File: src/nbx_pkg.sv
// Package for the nibble bus expander host controller.
// Assumes one core clock domain; expander pins are asynchronous to it.
package nbx_pkg;
  // ----------------------------------------
  // Opcode and port field layout
  // ----------------------------------------
  localparam int NIB_W = 4;
  localparam int PORT_LSB = 0;
  localparam int OP_LSB = 2;
  localparam logic [1:0] OP_READ = 2'h0;
  localparam logic [1:0] OP_WRITE = 2'h1;
  localparam logic [1:0] OP_OR = 2'h2;
  localparam logic [1:0] OP_AND = 2'h3;
  localparam int CORE_PERIOD_NS = 4;
  // ----------------------------------------
  // Strobe timing, figures in ns and in core clock cycles
  // ----------------------------------------
  localparam int CODE_SETUP_NS = 100;
  localparam int CODE_HOLD_NS = 60;
  localparam int DATA_SETUP_NS = 200;
  localparam int DATA_HOLD_NS = 20;
  localparam int STROBE_LOW_NS = 900;
  localparam int READ_ACCESS_NS = 750;
  localparam int SEL_SETUP_NS = 50;
  localparam int CODE_SETUP_CYC = (CODE_SETUP_NS + CORE_PERIOD_NS - 1) / CORE_PERIOD_NS;
  localparam int CODE_HOLD_CYC = (CODE_HOLD_NS + CORE_PERIOD_NS - 1) / CORE_PERIOD_NS;
  localparam int DATA_SETUP_CYC = (DATA_SETUP_NS + CORE_PERIOD_NS - 1) / CORE_PERIOD_NS;
  localparam int DATA_HOLD_CYC = (DATA_HOLD_NS + CORE_PERIOD_NS - 1) / CORE_PERIOD_NS;
  localparam int STROBE_LOW_CYC = (STROBE_LOW_NS + CORE_PERIOD_NS - 1) / CORE_PERIOD_NS;
  // Extra margin covers the two-flop input synchroniser
  localparam int READ_ACCESS_CYC = (READ_ACCESS_NS + CORE_PERIOD_NS - 1) / CORE_PERIOD_NS + 3;
  localparam int SEL_SETUP_CYC = (SEL_SETUP_NS + CORE_PERIOD_NS - 1) / CORE_PERIOD_NS;
  localparam int STATE_RESET_SEL = 0;

  // Request carried from user to controller
  typedef struct packed {
    logic [1:0] op;
    logic [1:0] port;
    logic [NIB_W-1:0] data;
  } nbx_req_t;
endpackage

File: src/nbx_host.sv
// Host controller for a nibble bus port expander: one transfer per request.
// Assumes requests come from logic on i_core_clk; bus pins are asynchronous.
//
// Summary of operation
// - Transfers use only the nibble bus, timed by the host strobe pulse.
// - Each transfer is two nibbles: opcode with port, then data.
// - Host presents opcode and port at the strobe falling edge.
// - Host presents write data at the strobe rising edge.
// - Shared bus; one select low at a time, but a transfer's first select cycle uses the previous device.
// - Low bits pick port 0..3; high bits pick read, write, OR, AND.
// - Each expander instruction completes one strobe pulse transfer.
// - Host flags the first read after a write to that port as stale.
`timescale 1ns/1ns
module nbx_host
  import nbx_pkg::*;
#(
  parameter int NUM_DEV = 2
) (
  input wire logic i_core_clk,
  input wire logic i_reset,
  input wire logic i_req_valid,
  input wire nbx_req_t i_req,
  input wire logic [$clog2(NUM_DEV > 1 ? NUM_DEV : 2)-1:0] i_req_dev,
  output logic o_req_ready,
  output logic o_rsp_valid,
  output logic [NIB_W-1:0] o_rsp_data,
  output logic o_rsp_stale,
  input wire logic [NIB_W-1:0] i_nib_in,
  output logic [NIB_W-1:0] o_nib_out,
  output logic o_nib_oe,
  output logic o_strobe,
  output logic [NUM_DEV-1:0] o_sel_n
);
  localparam int DW = $clog2(NUM_DEV > 1 ? NUM_DEV : 2);
  // Reads must honour the minimum strobe low width too, not only the access time
  localparam int WRITE_REST_CYC = STROBE_LOW_CYC - CODE_HOLD_CYC;
  localparam int READ_REST_CYC = (READ_ACCESS_CYC > WRITE_REST_CYC) ? READ_ACCESS_CYC : WRITE_REST_CYC;
  // Select decode and stale table are sized for at most sixteen expanders
  if (NUM_DEV < 1 || NUM_DEV > 16) begin : g_bad_num_dev
    $error("nbx_host: NUM_DEV out of range");
  end
  // Phase counts must fit the eight-bit delay counter
  if (READ_REST_CYC > 255 || WRITE_REST_CYC > 255) begin : g_bad_rest
    $error("nbx_host: strobe low phase too long for counter");
  end

  typedef enum logic [2:0] {S_IDLE, S_SEL, S_CODE, S_LOW, S_DATA, S_HOLD} nbx_state_t;
  nbx_state_t state_q, state_d;

  // ----------------------------------------
  // Registers
  // ----------------------------------------
  nbx_req_t req_q;
  logic [DW-1:0] dev_q;
  logic [NIB_W-1:0] nib_sync1_q, nib_sync2_q;
  logic [NIB_W-1:0] rsp_data_q;
  logic rsp_valid_q, rsp_stale_q;
  logic strobe_q, oe_q;
  logic [NIB_W-1:0] nib_out_q;
  logic [NUM_DEV-1:0] sel_n_q;
  // Per device, per port: last access was a write, so next read is stale
  logic [NUM_DEV*4-1:0] wrote_q;
  logic ld;
  logic [7:0] ld_cnt;
  logic tdone;
  logic [8:0] low_cnt_q;

  nbx_delay #(.W(8)) u_delay (
    .i_core_clk(i_core_clk),
    .i_reset(i_reset),
    .i_load(ld),
    .i_count(ld_cnt),
    .o_done(tdone)
  );

  // ----------------------------------------
  // Decode
  // ----------------------------------------
  wire is_read = (req_q.op == OP_READ);
  wire [DW+1:0] wr_idx = {dev_q, req_q.port};
  wire accept = (state_q == S_IDLE) && i_req_valid;
  assign o_req_ready = (state_q == S_IDLE);
  assign o_rsp_valid = rsp_valid_q;
  assign o_rsp_data = rsp_data_q;
  assign o_rsp_stale = rsp_stale_q;
  assign o_nib_out = nib_out_q;
  assign o_nib_oe = oe_q;
  assign o_strobe = strobe_q;
  assign o_sel_n = sel_n_q;

  // Sequencer: select, code setup, strobe low, data phase, hold
  always_comb begin
    state_d = state_q;
    ld = 1'b0;
    ld_cnt = 8'h00;
    case (state_q)
      S_IDLE: begin
        if (i_req_valid) begin
          state_d = S_SEL;
          ld = 1'b1;
          ld_cnt = 8'(SEL_SETUP_CYC);
        end
      end
      S_SEL: begin
        if (tdone) begin
          state_d = S_CODE;
          ld = 1'b1;
          ld_cnt = 8'(CODE_SETUP_CYC);
        end
      end
      S_CODE: begin
        if (tdone) begin
          state_d = S_LOW;
          ld = 1'b1;
          ld_cnt = 8'(CODE_HOLD_CYC);
        end
      end
      S_LOW: begin
        if (tdone) begin
          state_d = S_DATA;
          ld = 1'b1;
          // Read waits for access time or rest of low width; write waits out the rest of the strobe low width
          ld_cnt = is_read ? 8'(READ_REST_CYC) : 8'(WRITE_REST_CYC);
        end
      end
      S_DATA: begin
        if (tdone) begin
          state_d = S_HOLD;
          ld = 1'b1;
          ld_cnt = 8'(DATA_HOLD_CYC + SEL_SETUP_CYC);
        end
      end
      S_HOLD: begin
        if (tdone) begin
          state_d = S_IDLE;
        end
      end
      default: state_d = S_IDLE;
    endcase
  end

  // Two-flop sync on the returning nibble
  always_ff @(posedge i_core_clk) begin
    nib_sync1_q <= i_nib_in;
    nib_sync2_q <= nib_sync1_q;
  end

  // State and request capture
  always_ff @(posedge i_core_clk) begin
    if (i_reset) begin
      state_q <= S_IDLE;
      req_q <= '0;
      dev_q <= '0;
    end else begin
      state_q <= state_d;
      if (accept) begin
        req_q <= i_req;
        dev_q <= i_req_dev;
      end
    end
  end

  // Pin drive: strobe idles high, one select low at a time, from the previous dev_q in the first cycle
  always_ff @(posedge i_core_clk) begin
    if (i_reset) begin
      strobe_q <= 1'b1;
      oe_q <= 1'b0;
      nib_out_q <= '0;
      sel_n_q <= '1;
    end else begin
      sel_n_q <= '1;
      if (state_d != S_IDLE) begin
        sel_n_q[dev_q] <= 1'b0;
      end
      strobe_q <= !(state_d == S_LOW || state_d == S_DATA);
      case (state_d)
        S_CODE, S_LOW: begin
          oe_q <= 1'b1;
          nib_out_q <= {req_q.op, req_q.port};
        end
        S_DATA: begin
          oe_q <= !is_read;
          nib_out_q <= req_q.data;
        end
        S_HOLD: begin
          oe_q <= !is_read;
        end
        default: begin
          oe_q <= 1'b0;
        end
      endcase
    end
  end

  // Read result sampled just before the rising strobe edge
  always_ff @(posedge i_core_clk) begin
    if (i_reset) begin
      rsp_valid_q <= 1'b0;
      rsp_data_q <= '0;
      rsp_stale_q <= 1'b0;
      wrote_q <= '0;
    end else begin
      rsp_valid_q <= 1'b0;
      if (state_q == S_DATA && tdone) begin
        if (is_read) begin
          rsp_valid_q <= 1'b1;
          rsp_data_q <= nib_sync2_q;
          rsp_stale_q <= wrote_q[wr_idx];
          wrote_q[wr_idx] <= 1'b0;
        end else begin
          wrote_q[wr_idx] <= 1'b1;
        end
      end
    end
  end

  // Strobe low width counter, saturating; only the width check reads it
  always_ff @(posedge i_core_clk) begin
    if (i_reset || strobe_q) begin
      low_cnt_q <= '0;
    end else if (low_cnt_q != 9'h1ff) begin
      low_cnt_q <= low_cnt_q + 9'h001;
    end
  end

  // ----------------------------------------
  // Assertions
  // ----------------------------------------
  strobe_width_a: assert property (@(posedge i_core_clk) disable iff (i_reset)
    $rose(o_strobe) |-> low_cnt_q >= 9'(STROBE_LOW_CYC)) else $error("strobe low width below minimum");
  strobe_low_len_a: assert property (@(posedge i_core_clk) disable iff (i_reset)
    $fell(o_strobe) |-> !o_strobe [*8]) else $error("strobe low too short");
  code_on_fall_a: assert property (@(posedge i_core_clk) disable iff (i_reset)
    $fell(o_strobe) |-> o_nib_oe && o_nib_out == {req_q.op, req_q.port}) else $error("code not driven");
  data_on_rise_a: assert property (@(posedge i_core_clk) disable iff (i_reset)
    $rose(o_strobe) && !is_read |-> o_nib_oe && o_nib_out == req_q.data) else $error("data not driven");
  read_float_a: assert property (@(posedge i_core_clk) disable iff (i_reset)
    $rose(o_strobe) && is_read |-> !o_nib_oe) else $error("bus driven on read");
  one_select_a: assert property (@(posedge i_core_clk) disable iff (i_reset)
    $onehot0(~o_sel_n) && (o_strobe || $onehot(~o_sel_n))) else $error("select not exclusive");
  one_pulse_a: assert property (@(posedge i_core_clk) disable iff (i_reset)
    $rose(o_strobe) |-> o_strobe [*2]) else $error("strobe glitch");
endmodule

File: src/nbx_delay.sv
// Down counter used for every phase of the strobe sequence.
// Assumes a load pulse starts a count; o_done is high while zero.
`timescale 1ns/1ns
module nbx_delay
  import nbx_pkg::*;
#(
  parameter int W = 8
) (
  input wire logic i_core_clk,
  input wire logic i_reset,
  input wire logic i_load,
  input wire logic [W-1:0] i_count,
  output logic o_done
);
  // Phase counts of the strobe sequence need at least eight bits
  if (W < 8) begin : g_bad_w
    $error("nbx_delay: counter too narrow");
  end
  logic [W-1:0] cnt_q;
  logic [W-1:0] cnt_d;

  // ----------------------------------------
  // Counter
  // ----------------------------------------
  assign cnt_d = i_load ? i_count : (cnt_q != '0 ? cnt_q - 1'b1 : cnt_q);
  assign o_done = (cnt_q == '0);

  // Load wins over counting
  always_ff @(posedge i_core_clk) begin
    if (i_reset) begin
      cnt_q <= '0;
    end else begin
      cnt_q <= cnt_d;
    end
  end
endmodule

File: config.mk
export PLATFORM = sky130hd
export DESIGN_NAME = nbx_host
export DESIGN_NICKNAME = d
export VERILOG_FILES = /design/src/nbx_pkg.sv /design/src/nbx_host.sv /design/src/nbx_delay.sv
export SDC_FILE = /design/constraint.sdc
export NUM_CORES = 1
export LEC_CHECK = 0
export BUFFER_PORTS_ARGS = -buffer_cell sky130_fd_sc_hd__buf_2
export CAP_MARGIN = 20
export CORE_MARGIN = 1
export CORE_UTILIZATION = 60
export CTS_BUF_LIST = sky130_fd_sc_hd__clkbuf_4 sky130_fd_sc_hd__clkbuf_8 sky130_fd_sc_hd__clkbuf_16
export DETAILED_ROUTE_END_ITERATION = 12
export GPL_ROUTABILITY_DRIVEN = 0
export HOLD_SLACK_MARGIN = 0.15
export PLACE_DENSITY_LB_ADDON = 0.05
export SLEW_MARGIN = 10
export SYNTH_ARGS = -nofsm -noshare
export SYNTH_HDL_FRONTEND = slang
export SYNTH_SLANG_ARGS = --single-unit
File: constraint.sdc
create_clock -name i_core_clk -period 5.2 [get_ports i_core_clk]
set_input_delay 0.26 -clock i_core_clk [delete_from_list [all_inputs] [get_ports i_core_clk]]
set_output_delay 0.26 -clock i_core_clk [all_outputs]
set_load 0.05 [all_outputs]
==> flow_metrics.tcl, run 1 <==
set metrics [dict create \
    status "finished, final reports clean" \
    r2r_slack_ps 2890 \
    yosysUniqueCellTypes 48 \
    rsz0062_at_grt "false" \
    grt_max_degree 43 \
    insertion_delay_ps 300 \
    firstDrtPassIters 4 \
    syn-num-nets 272 \
    synth_area_um2 2260 \
    drive_above_1_share_pct 19.1 \
    diodes 0 \
    start_kind "flop" \
    slew_viol_final 0 \
    finalPower_mw 1.26 \
    setup_tns_ps 0 \
    worstRegToRegCells 5 \
    wl_met1_mm 2.26 \
    portBuffers 30 \
    drc_errors 0 \
    via_per_inst 5.64 \
    timing.rr.end "u_delay.cnt_q[3]" \
    drtIter0Drc 170 \
    antenna_found_initial 0 \
    synth_top_flop_cell "dfxtp_1" \
    setup_violations 0 \
    ys_warn_count 0 \
    clk_pin_slew_ps 90 \
    endpoint "u_delay.cnt_q[3]" \
    slew_headroom_pct 39.4 \
    cts_root_buffer "clkbuf_8" \
    coreArea_um2 3470 \
    end_kind "flop" \
    grt_pass1_wl_mm 8.07 \
    fin_hold_ws_ps 181 \
    cts_setup_buffers 0 \
    synth_edf_count 0 \
    postPlaceCellArea_um2 2380 \
    fin_crit_sh_pct 44.5 \
    crit_start "u_delay.cnt_q[2]" \
    seq_area_frac_synth_pct 44.3 \
    fmax_mhz 432 \
    track_usage_pct 25.7 \
    hold_viol 0 \
    synth_cells 254 \
    area_growth_pct 12.5 \
    critical_path_arrival_ps 2470 \
    final_cells 324 \
    ys_ff_latch 50 \
    crit_fanout 11 \
    cts_tree "built" \
    worstReg2RegStart "u_delay.cnt_q[2]" \
    htreeDepth 2 \
    period_minus_slack_ps 2310 \
    crit_path_top_delay_cell "nor4_2" \
    top_layer_used "met4" \
    ctsLongestPathBuffers 2 \
    worstPathCellList "nor4_2 -> nand2_2 -> o311ai_1 -> o21a_1 -> nor3_1" \
    postLayoutCellArea_um2 2540 \
    grt_overflow 0 \
    syn_avg_cell_area_um2 8.89 \
    dp_cells 312 \
    crit_type "reg -> reg" \
    std_cell_rows 21 \
    cts.sinks 50 \
    crit_path_max_incr_delay_ps 810 \
    peakVddDrop_mv 0.301 \
    skew_ps 7.11 \
    ant_nets 0 \
    worstMarginPinSlew_ps 901 \
    wl_met3_um 189 \
    hold_class "in -> reg" \
    die_h_um 63.3 \
    num_io_pins 31 \
    dieWidth_um 63.3 \
    p_leak_nw 0.962 \
    grt_pass1_vias 1708 \
    worstPathRequired_ps 5360 \
    fillers 279 \
    post_drt_wl_per_cell_um 14.6 \
    dp_hpwl_mm 3.11 \
    powerDensity_nw_per_um2 497 \
    die-area_um2 4010 \
    numCtsBuffers 5 \
    drv_cap 0 \
    wl_met2_mm 2.17 \
    layout.nets 295 \
    initial_core_util_pct 65.1 \
    synth-async-reset-ratio_pct 0 \
    vias 1826 \
    wl_mm 4.72 \
]
## cells by family after synthesis
kind of cell / after synthesis / share of synthesized area, %
XOR/XNOR: 3 / 1.16
AND/OR/NAND/NOR: 108 / 26.6
adder cells (fa/ha/maj): 2 / 1.11
AO/OA/AOI/OAI: 53 / 14.5
buffers and inverters: 23 / 4.49
flip-flops: 50 / 44.3
multiplexers: 15 / 7.82
## synthesized netlist by cell type (2+ instances only)
cell type	count	area (um^2)
nand3_4	2	35.0
a21oi_1	20	100
inv_1	5	18.8
a21o_1	6	45.0
nor3b_1	2	15.0
nand2b_1	9	56.3
mux4_2	2	45.0
o21ai_0	10	50.1
nor2b_1	2	12.5
nor3b_4	2	37.5
ha_1	2	25.0
nor4_1	2	12.5
nor3_1	14	70.1
and4_1	2	17.5
a31oi_1	3	18.8
mux2i_1	12	120
nand3b_1	2	15.0
a311oi_1	4	35.0
clkbuf_1	13	48.8
dfxtp_1	50	1000
nand3_1	4	20.0
and2_1	2	12.5
xnor2_1	3	26.3
nand2_1	32	120
buf_2	3	15.0
nor2_1	24	90.1
## stage by stage
step / worst slack, ps / util, %
floorplan: 2720 / -
global placement: 2940 / 68.7
detailed placement: 2920 / 68.7
CTS: 2910 / 73.2
global route: 2700 / 73.2
finish: 2890 / 73.2
## layout by cell type (no fill, tap or decap), types with 3 or more instances in the layout
| master | n |
|---|---|
| dfxtp_1 | 50 |
| nand2_1 | 32 |
| buf_2 | 30 |
| nor2_1 | 24 |
| a21oi_1 | 20 |
| nor3_1 | 14 |
| mux2i_1 | 12 |
| o21ai_0 | 10 |
| nand2b_1 | 9 |
| a21o_1 | 6 |
| inv_1 | 5 |
| clkbuf_8 | 5 |
| nand3_1 | 4 |
| a311oi_1 | 4 |
| dlygate4sd3_1 | 4 |
| xnor2_1 | 3 |
| a31oi_1 | 3 |
## area by class of cell
type                       count  area (um^2)  area share [%]
clock inverter                 3         47.5            1.87
timing repair buffer          34          190            7.49
sequential                    50         1000            39.4
tap                           46         57.6            2.27
inverter                       5         18.8           0.739
multi-input combinational    181         1150            45.5
clock buffer                   5         68.8            2.71
## per-layer routing
metal | up-vias | global-route usage (%)
met5 | - | 0
met4 | 0 | 7.95
met3 | 9 | 5.25
met2 | 41 | 41.5
met1 | 840 | 34.3
li1 | 936 | -
## worst min-delay path by stage
stage,from,endpoint,slack [ps],cells past startpoint
detailed placement,nib_sync1_q[0],nib_sync2_q[0],310,0
global placement,nib_sync1_q[0],nib_sync2_q[0],310,0
global route,i_req[5],req_q[5],180,3
floorplan,i_nib_in[0],nib_sync1_q[0],290,0
CTS,i_req_dev,dev_q,180,3
finish,i_req_dev,dev_q,180,3
## what timing repair did
| item | 4_1_cts | 5_1_grt |
|---|---|---|
| hold buffers | 4 | 0 |
| gates resized for setup | 0 | 0 |
| hold endpoints to repair | 4 | 0 |
## power breakdown
part | leakage, nW | internal (mW) | switching (mW) | total (mW)
Combinational | 0.494 | 0.178 | 0.295 | 0.473
Clock | 0.0587 | 0.146 | 0.131 | 0.277
Sequential | 0.410 | 0.436 | 0.0764 | 0.512
Total | 0.962 | 0.760 | 0.503 | 1.26
## worst max-delay path, delay by kind of cell, from the launching register on
kind | cells | cell delay, ps
AOI/OAI and AO/OA | 2 | 670
DFF | 1 | 360
and+or+nand+nor | 3 | 1140
(Power assumes the default switching activity.)
==> run 2: changes to the inputs <==
--- a/config.mk
+++ b/config.mk
@@ -8,7 +8,7 @@
 export BUFFER_PORTS_ARGS = -buffer_cell sky130_fd_sc_hd__buf_2
 export CAP_MARGIN = 20
 export CORE_MARGIN = 1
-export CORE_UTILIZATION = 60
+export CORE_UTILIZATION = 51
 export CTS_BUF_LIST = sky130_fd_sc_hd__clkbuf_4 sky130_fd_sc_hd__clkbuf_8 sky130_fd_sc_hd__clkbuf_16
 export DETAILED_ROUTE_END_ITERATION = 12
 export GPL_ROUTABILITY_DRIVEN = 0
==> constraint.sdc (replaced) <==
create_clock -name i_core_clk -period 2.1 [get_ports i_core_clk]
set_input_delay 0.105 -clock i_core_clk [delete_from_list [all_inputs] [get_ports i_core_clk]]
set_output_delay 0.105 -clock i_core_clk [all_outputs]
set_load 0.05 [all_outputs]
==> run 2 against run 1 <==
- final area rose by 7.8%
- via count rose by 5.6%
- clock power rose by 110%
- final cell count rose by 8.6%
- setup slack got worse by 2800 ps
- global-route usage fell by 2.4 points
- wire length rose by 5.3%
- maximum frequency rose by 17%
- largest power group is now combinational logic
- highest routed layer unchanged
==> flow_metrics.tcl, run 2 (synthesis results as in run 1) <==
set metrics [dict create \
    peakVddDrop_mv 0.606 \
    crit_path_top_delay_cell "dfxtp_1" \
    ant_nets 0 \
    fin_crit_sh_pct 93.9 \
    cts.sinks 50 \
    finalCoreUtilization_pct 66.5 \
    num_io_pins 31 \
    cts_root_buffer "clkbuf_8" \
    fmax_mhz 507 \
    vias 1929 \
    powerDensity_nw_per_um2 1180 \
    crit_path_max_incr_delay_ps 340 \
    period_minus_slack_ps 1970 \
    grt_overflow 0 \
    p_leak_nw 1.07 \
    via_per_inst 5.48 \
    layout.nets 319 \
    slew_headroom_pct 50.9 \
    worstPathRequired_ps 2270 \
    insertion_delay_ps 310 \
    setup_tns_ps 0 \
    wl_mm 4.96 \
    end_kind "flop" \
    grt_max_degree 43 \
    crit_fanout 7 \
    die-area_um2 4700 \
    drive_above_1_share_pct 23.2 \
    dp_cells 328 \
    drtIter0Drc 140 \
    grt_pass1_wl_mm 8.11 \
    final_cells 352 \
    slew_viol_final 0 \
    area_growth_pct 21.3 \
    hold_viol 0 \
    dp_hpwl_mm 3.36 \
    setup_violations 0 \
    diodes 0 \
    crit_type "reg -> reg" \
    worstMarginPinSlew_ps 736 \
    portBuffers 30 \
    coreArea_um2 4120 \
    antenna_found_initial 0 \
    rsz0062_at_grt "true" \
    die_h_um 68.5 \
    cts_tree "built" \
    dieWidth_um 68.5 \
    clk_pin_slew_ps 110 \
    skew_ps 16.5 \
    final_cell_mix "dfxtp_1 (50), nand2_1 (32), buf_2 (30)" \
    status "finished, final reports clean" \
    numCtsBuffers 5 \
    firstDrtPassIters 4 \
    htreeDepth 2 \
    crit_family "simple AND/OR/NAND/NOR gates" \
    start_kind "flop" \
    grt_pass1_vias 1697 \
    ctsLongestPathBuffers 2 \
    hold_class "reg -> reg" \
    drc_errors 0 \
    worst-path-buf-inv 2 \
    initial_core_util_pct 54.8 \
    post_drt_wl_per_cell_um 14.1 \
    std_cell_rows 23 \
    mostFrequentLayoutCell "dfxtp_1" \
    critical_path_arrival_ps 2140 \
    drv_cap 0 \
    track_usage_pct 23.3 \
    worstPathCellList "inv_1 -> ha_1 -> nor3b_4 -> nand3_2 -> nor3_4 -> buf_4 -> mux2i_1 -> nor2_1" \
]
[run 2: cell count changes in the layout (fill, tap and decap cells not counted), sizes merged]
| cell | previous run | this run |
|---|---|---|
| dlygate4sd3 | 4 | 13 |
| bufinv | 1 | 0 |
| buf | 30 | 45 |
| clkinv | 1 | 2 |
[run 2: final timing paths]
| path | cells past startpoint | to | start | slack [ps] |
|---|---|---|---|---|
| setup / recovery | 8 | o_rsp_data[1] | u_delay.cnt_q[0] | 130 |
| hold / removal | 0 | nib_sync2_q[1] | nib_sync1_q[1] | 340 |
| hold reg to reg | 0 | nib_sync2_q[1] | nib_sync1_q[1] | 340 |
| setup reg to reg | 8 | o_rsp_data[1] | u_delay.cnt_q[0] | 130 |
[run 2: final cells by class]
type | instances | area (um^2)
multi-input combinational | 181 | 1160
sequential | 50 | 1000
clock buffer | 5 | 68.8
timing repair buffer | 58 | 393
tap | 50 | 62.6
clock inverter | 3 | 28.8
fill | 351 | 1380
inverter | 5 | 18.8
[run 2: through the flow]
step / total power, mW / worst slack (ps) / hold WS (ps) / area, um^2
6_report: 3.23 / 128 / 337 / 2740
5_1_grt: 3.44 / -37.2 / 347 / 2740
4_1_cts: 3.23 / 141 / 338 / 2710
3_5_place_dp: 2.62 / 145 / 209 / 2480
3_3_place_gp: 2.63 / 219 / 208 / 2480
2_1_floorplan: 2.27 / 99.4 / 133 / 2260
[run 2: power by group]
group	internal [mW]	leakage, nW	switching (mW)	total [mW]
Combinational	0.586	0.609	0.810	1.40
Sequential	1.08	0.410	0.162	1.24
Clock	0.247	0.0502	0.341	0.588
[run 2: what timing repair did]
| action | CTS | global route |
|---|---|---|
| hold buffers | 13 | 0 |
| buffers inserted | 0 | 3 |
| setup endpoints to repair | 0 | 4 |
| resized for setup | 0 | 1 |
| endpoints found under the hold margin | 13 | 0 |
[run 2: per-layer routing]
| layer | global-route usage [%] | part of all wire [%] | wire length [um] |
|---|---|---|---|
| met1 | 34.1 | 49 | 2420 |
| met2 | 33.9 | 45 | 2220 |
| met3 | 5.26 | 5.4 | 269 |
| met4 | 6.51 | 1.0 | 51 |
| met5 | 0 | 0 | 0 |
==> run 3: changes to the inputs <==
--- a/config.mk
+++ b/config.mk
@@ -8,7 +8,7 @@
 export BUFFER_PORTS_ARGS = -buffer_cell sky130_fd_sc_hd__buf_2
 export CAP_MARGIN = 20
 export CORE_MARGIN = 1
-export CORE_UTILIZATION = 51
+export CORE_UTILIZATION = 60
 export CTS_BUF_LIST = sky130_fd_sc_hd__clkbuf_4 sky130_fd_sc_hd__clkbuf_8 sky130_fd_sc_hd__clkbuf_16
 export DETAILED_ROUTE_END_ITERATION = 12
 export GPL_ROUTABILITY_DRIVEN = 0
==> constraint.sdc (replaced) <==
create_clock -name i_core_clk -period 2.42 [get_ports i_core_clk]
set_input_delay 0.121 -clock i_core_clk [delete_from_list [all_inputs] [get_ports i_core_clk]]
set_output_delay 0.121 -clock i_core_clk [all_outputs]
set_load 0.05 [all_outputs]
==> run 3 against run 2 <==
- first-iteration DRC count down 12%
- setup slack improved by 170 ps
- clock skew is 5.6 ps lower
- total power down 15%
- largest cell class unchanged
- highest routed layer unchanged
==> flow_metrics.tcl, run 3 (synthesis results as in run 1) <==
set metrics [dict create \
    status "finished, final reports clean" \
    layout.nets 309 \
    numCtsBuffers 5 \
    use_met2_pct 43.4 \
    worstRegToRegCells 7 \
    coreArea_um2 3470 \
    postPlaceCellArea_um2 2420 \
    finalPower_mw 2.74 \
    period_minus_slack_ps 2120 \
    wl_mm 4.94 \
    grt_overflow 0 \
    min_from "nib_sync1_q[2]" \
    final_cells 337 \
    hold_end "nib_sync2_q[2]" \
    end_kind "flop" \
    r2r_slack_ps 300 \
    skew_ps 10.9 \
    hold_depth 0 \
    track_usage_pct 26.9 \
    die_h_um 63.3 \
    p_leak_nw 1.02 \
    fin_crit_sh_pct 87.8 \
    final_cell_mix "dfxtp_1 (50), nand2_1 (32), buf_2 (30)" \
    portBuffers 30 \
    fillers 254 \
    setup_tns_ps 0 \
    grt_pass1_wl_mm 8.41 \
    worstPathCellList "inv_1 -> ha_1 -> nor3b_4 -> a31oi_1 -> o21ai_1 -> nand2_1 -> a311oi_1" \
    critical_path_arrival_ps 2320 \
    htreeDepth 2 \
    dp_hpwl_mm 3.26 \
    cts_setup_buffers 0 \
    worstMarginPinSlew_ps 702 \
    cts_root_buffer "clkbuf_8" \
    finalCoreUtilization_pct 76.8 \
    worstPathRequired_ps 2620 \
    ctsResizeCount 0 \
    die-area_um2 4010 \
    via_per_inst 5.69 \
    setup_violations 0 \
    post_drt_wl_per_cell_um 14.6 \
    start_kind "flop" \
    cts_hold_buf 13 \
    grt_pass1_vias 1827 \
    firstDrtPassIters 4 \
    num_io_pins 31 \
    hold_viol 0 \
    diodes 0 \
    area_growth_pct 18.0 \
    powerDensity_nw_per_um2 1030 \
    met3_usage_pct 3.99 \
    mostFrequentLayoutCell "dfxtp_1" \
    crit_fanout 9 \
    slew_viol_final 0 \
    top_usage_layer "met2" \
    crit_path_max_incr_delay_ps 410 \
    grt_max_degree 43 \
    drtIter0Drc 123 \
    dp_cells 317 \
    ctsLongestPathBuffers 2 \
    worstReg2RegStart "u_delay.cnt_q[0]" \
    hold_class "reg -> reg" \
    crit_type "reg -> reg" \
    drv_cap 0 \
    dieWidth_um 63.3 \
    pre_cts_slack_ps 323 \
    cts.sinks 50 \
    fmax_mhz 471 \
    slew_headroom_pct 53.2 \
    rsz0062_at_grt "false" \
    setup_ws_ps 296 \
    ant_nets 0 \
    drive_above_1_share_pct 19.9 \
    clk_pin_slew_ps 90 \
    postLayoutCellArea_um2 2660 \
    vias 1917 \
    antenna_found_initial 0 \
    insertion_delay_ps 300 \
    fin_hold_ws_ps 337 \
    drc_errors 0 \
    std_cell_rows 21 \
    grt_use_met1_pct 36.2 \
    initial_core_util_pct 65.1 \
    peakVddDrop_mv 0.865 \
    crit_path_top_delay_cell "nor3b_4" \
    cts_tree "built" \
    timing.rr.end "o_nib_out[3]" \
]
[run 3: changes by cell type in the layout (fill, tap and decap cells not counted)]
cell	previous run	this run
nor3b_2	2	1
bufinv_16	0	1
nor3b_1	1	2
inv_8	1	0
buf_4	15	5
clkinv_4	2	1
[run 3: worst max path at each step]
stage / start / endpoint / slack, ps / cells past startpoint
floorplan: state_q[1] / u_delay.cnt_q[1] / 420 / 7
global placement: u_delay.cnt_q[0] / o_nib_out[1] / 390 / 7
detailed placement: u_delay.cnt_q[0] / o_nib_out[3] / 320 / 7
CTS: u_delay.cnt_q[0] / o_nib_out[3] / 290 / 7
global route: u_delay.cnt_q[0] / o_nib_out[2] / 110 / 7
finish: u_delay.cnt_q[0] / o_nib_out[3] / 300 / 7
[run 3: routing by layer]
metal  vias to the layer above  routed length (um)
met5                         -                   0
met4                         0                 116
met3                        13                 296
met2                        74                2250
met1                       873                2270
li1                        957                   -
[run 3: power breakdown]
| group | switching (mW) | internal, mW |
|---|---|---|
| registers | 0.148 | 0.937 |
| clock network | 0.259 | 0.304 |
| logic | 0.669 | 0.424 |
| total | 1.08 | 1.67 |
[run 3: cell type report]
cell class | instances | area [um^2] | share of cell area [%]
flip-flops and latches | 50 | 1000 | 37.6
multi-input cells | 181 | 1160 | 43.6
clock buffers | 5 | 68.8 | 2.58
inverters | 5 | 18.8 | 0.705
repair buffers | 48 | 318 | 11.9
well taps | 46 | 57.6 | 2.16
clock inverters | 2 | 38.8 | 1.46
[run 3: critical path, delay by kind of cell, from the launching register on]
| family | cells | cell delay, ps |
|---|---|---|
| adders and majority gates | 1 | 220 |
| buffers and inverters | 1 | 110 |
| AOI/OAI and AO/OA | 3 | 870 |
| and+or+nand+nor | 2 | 500 |
| DFF | 1 | 340 |
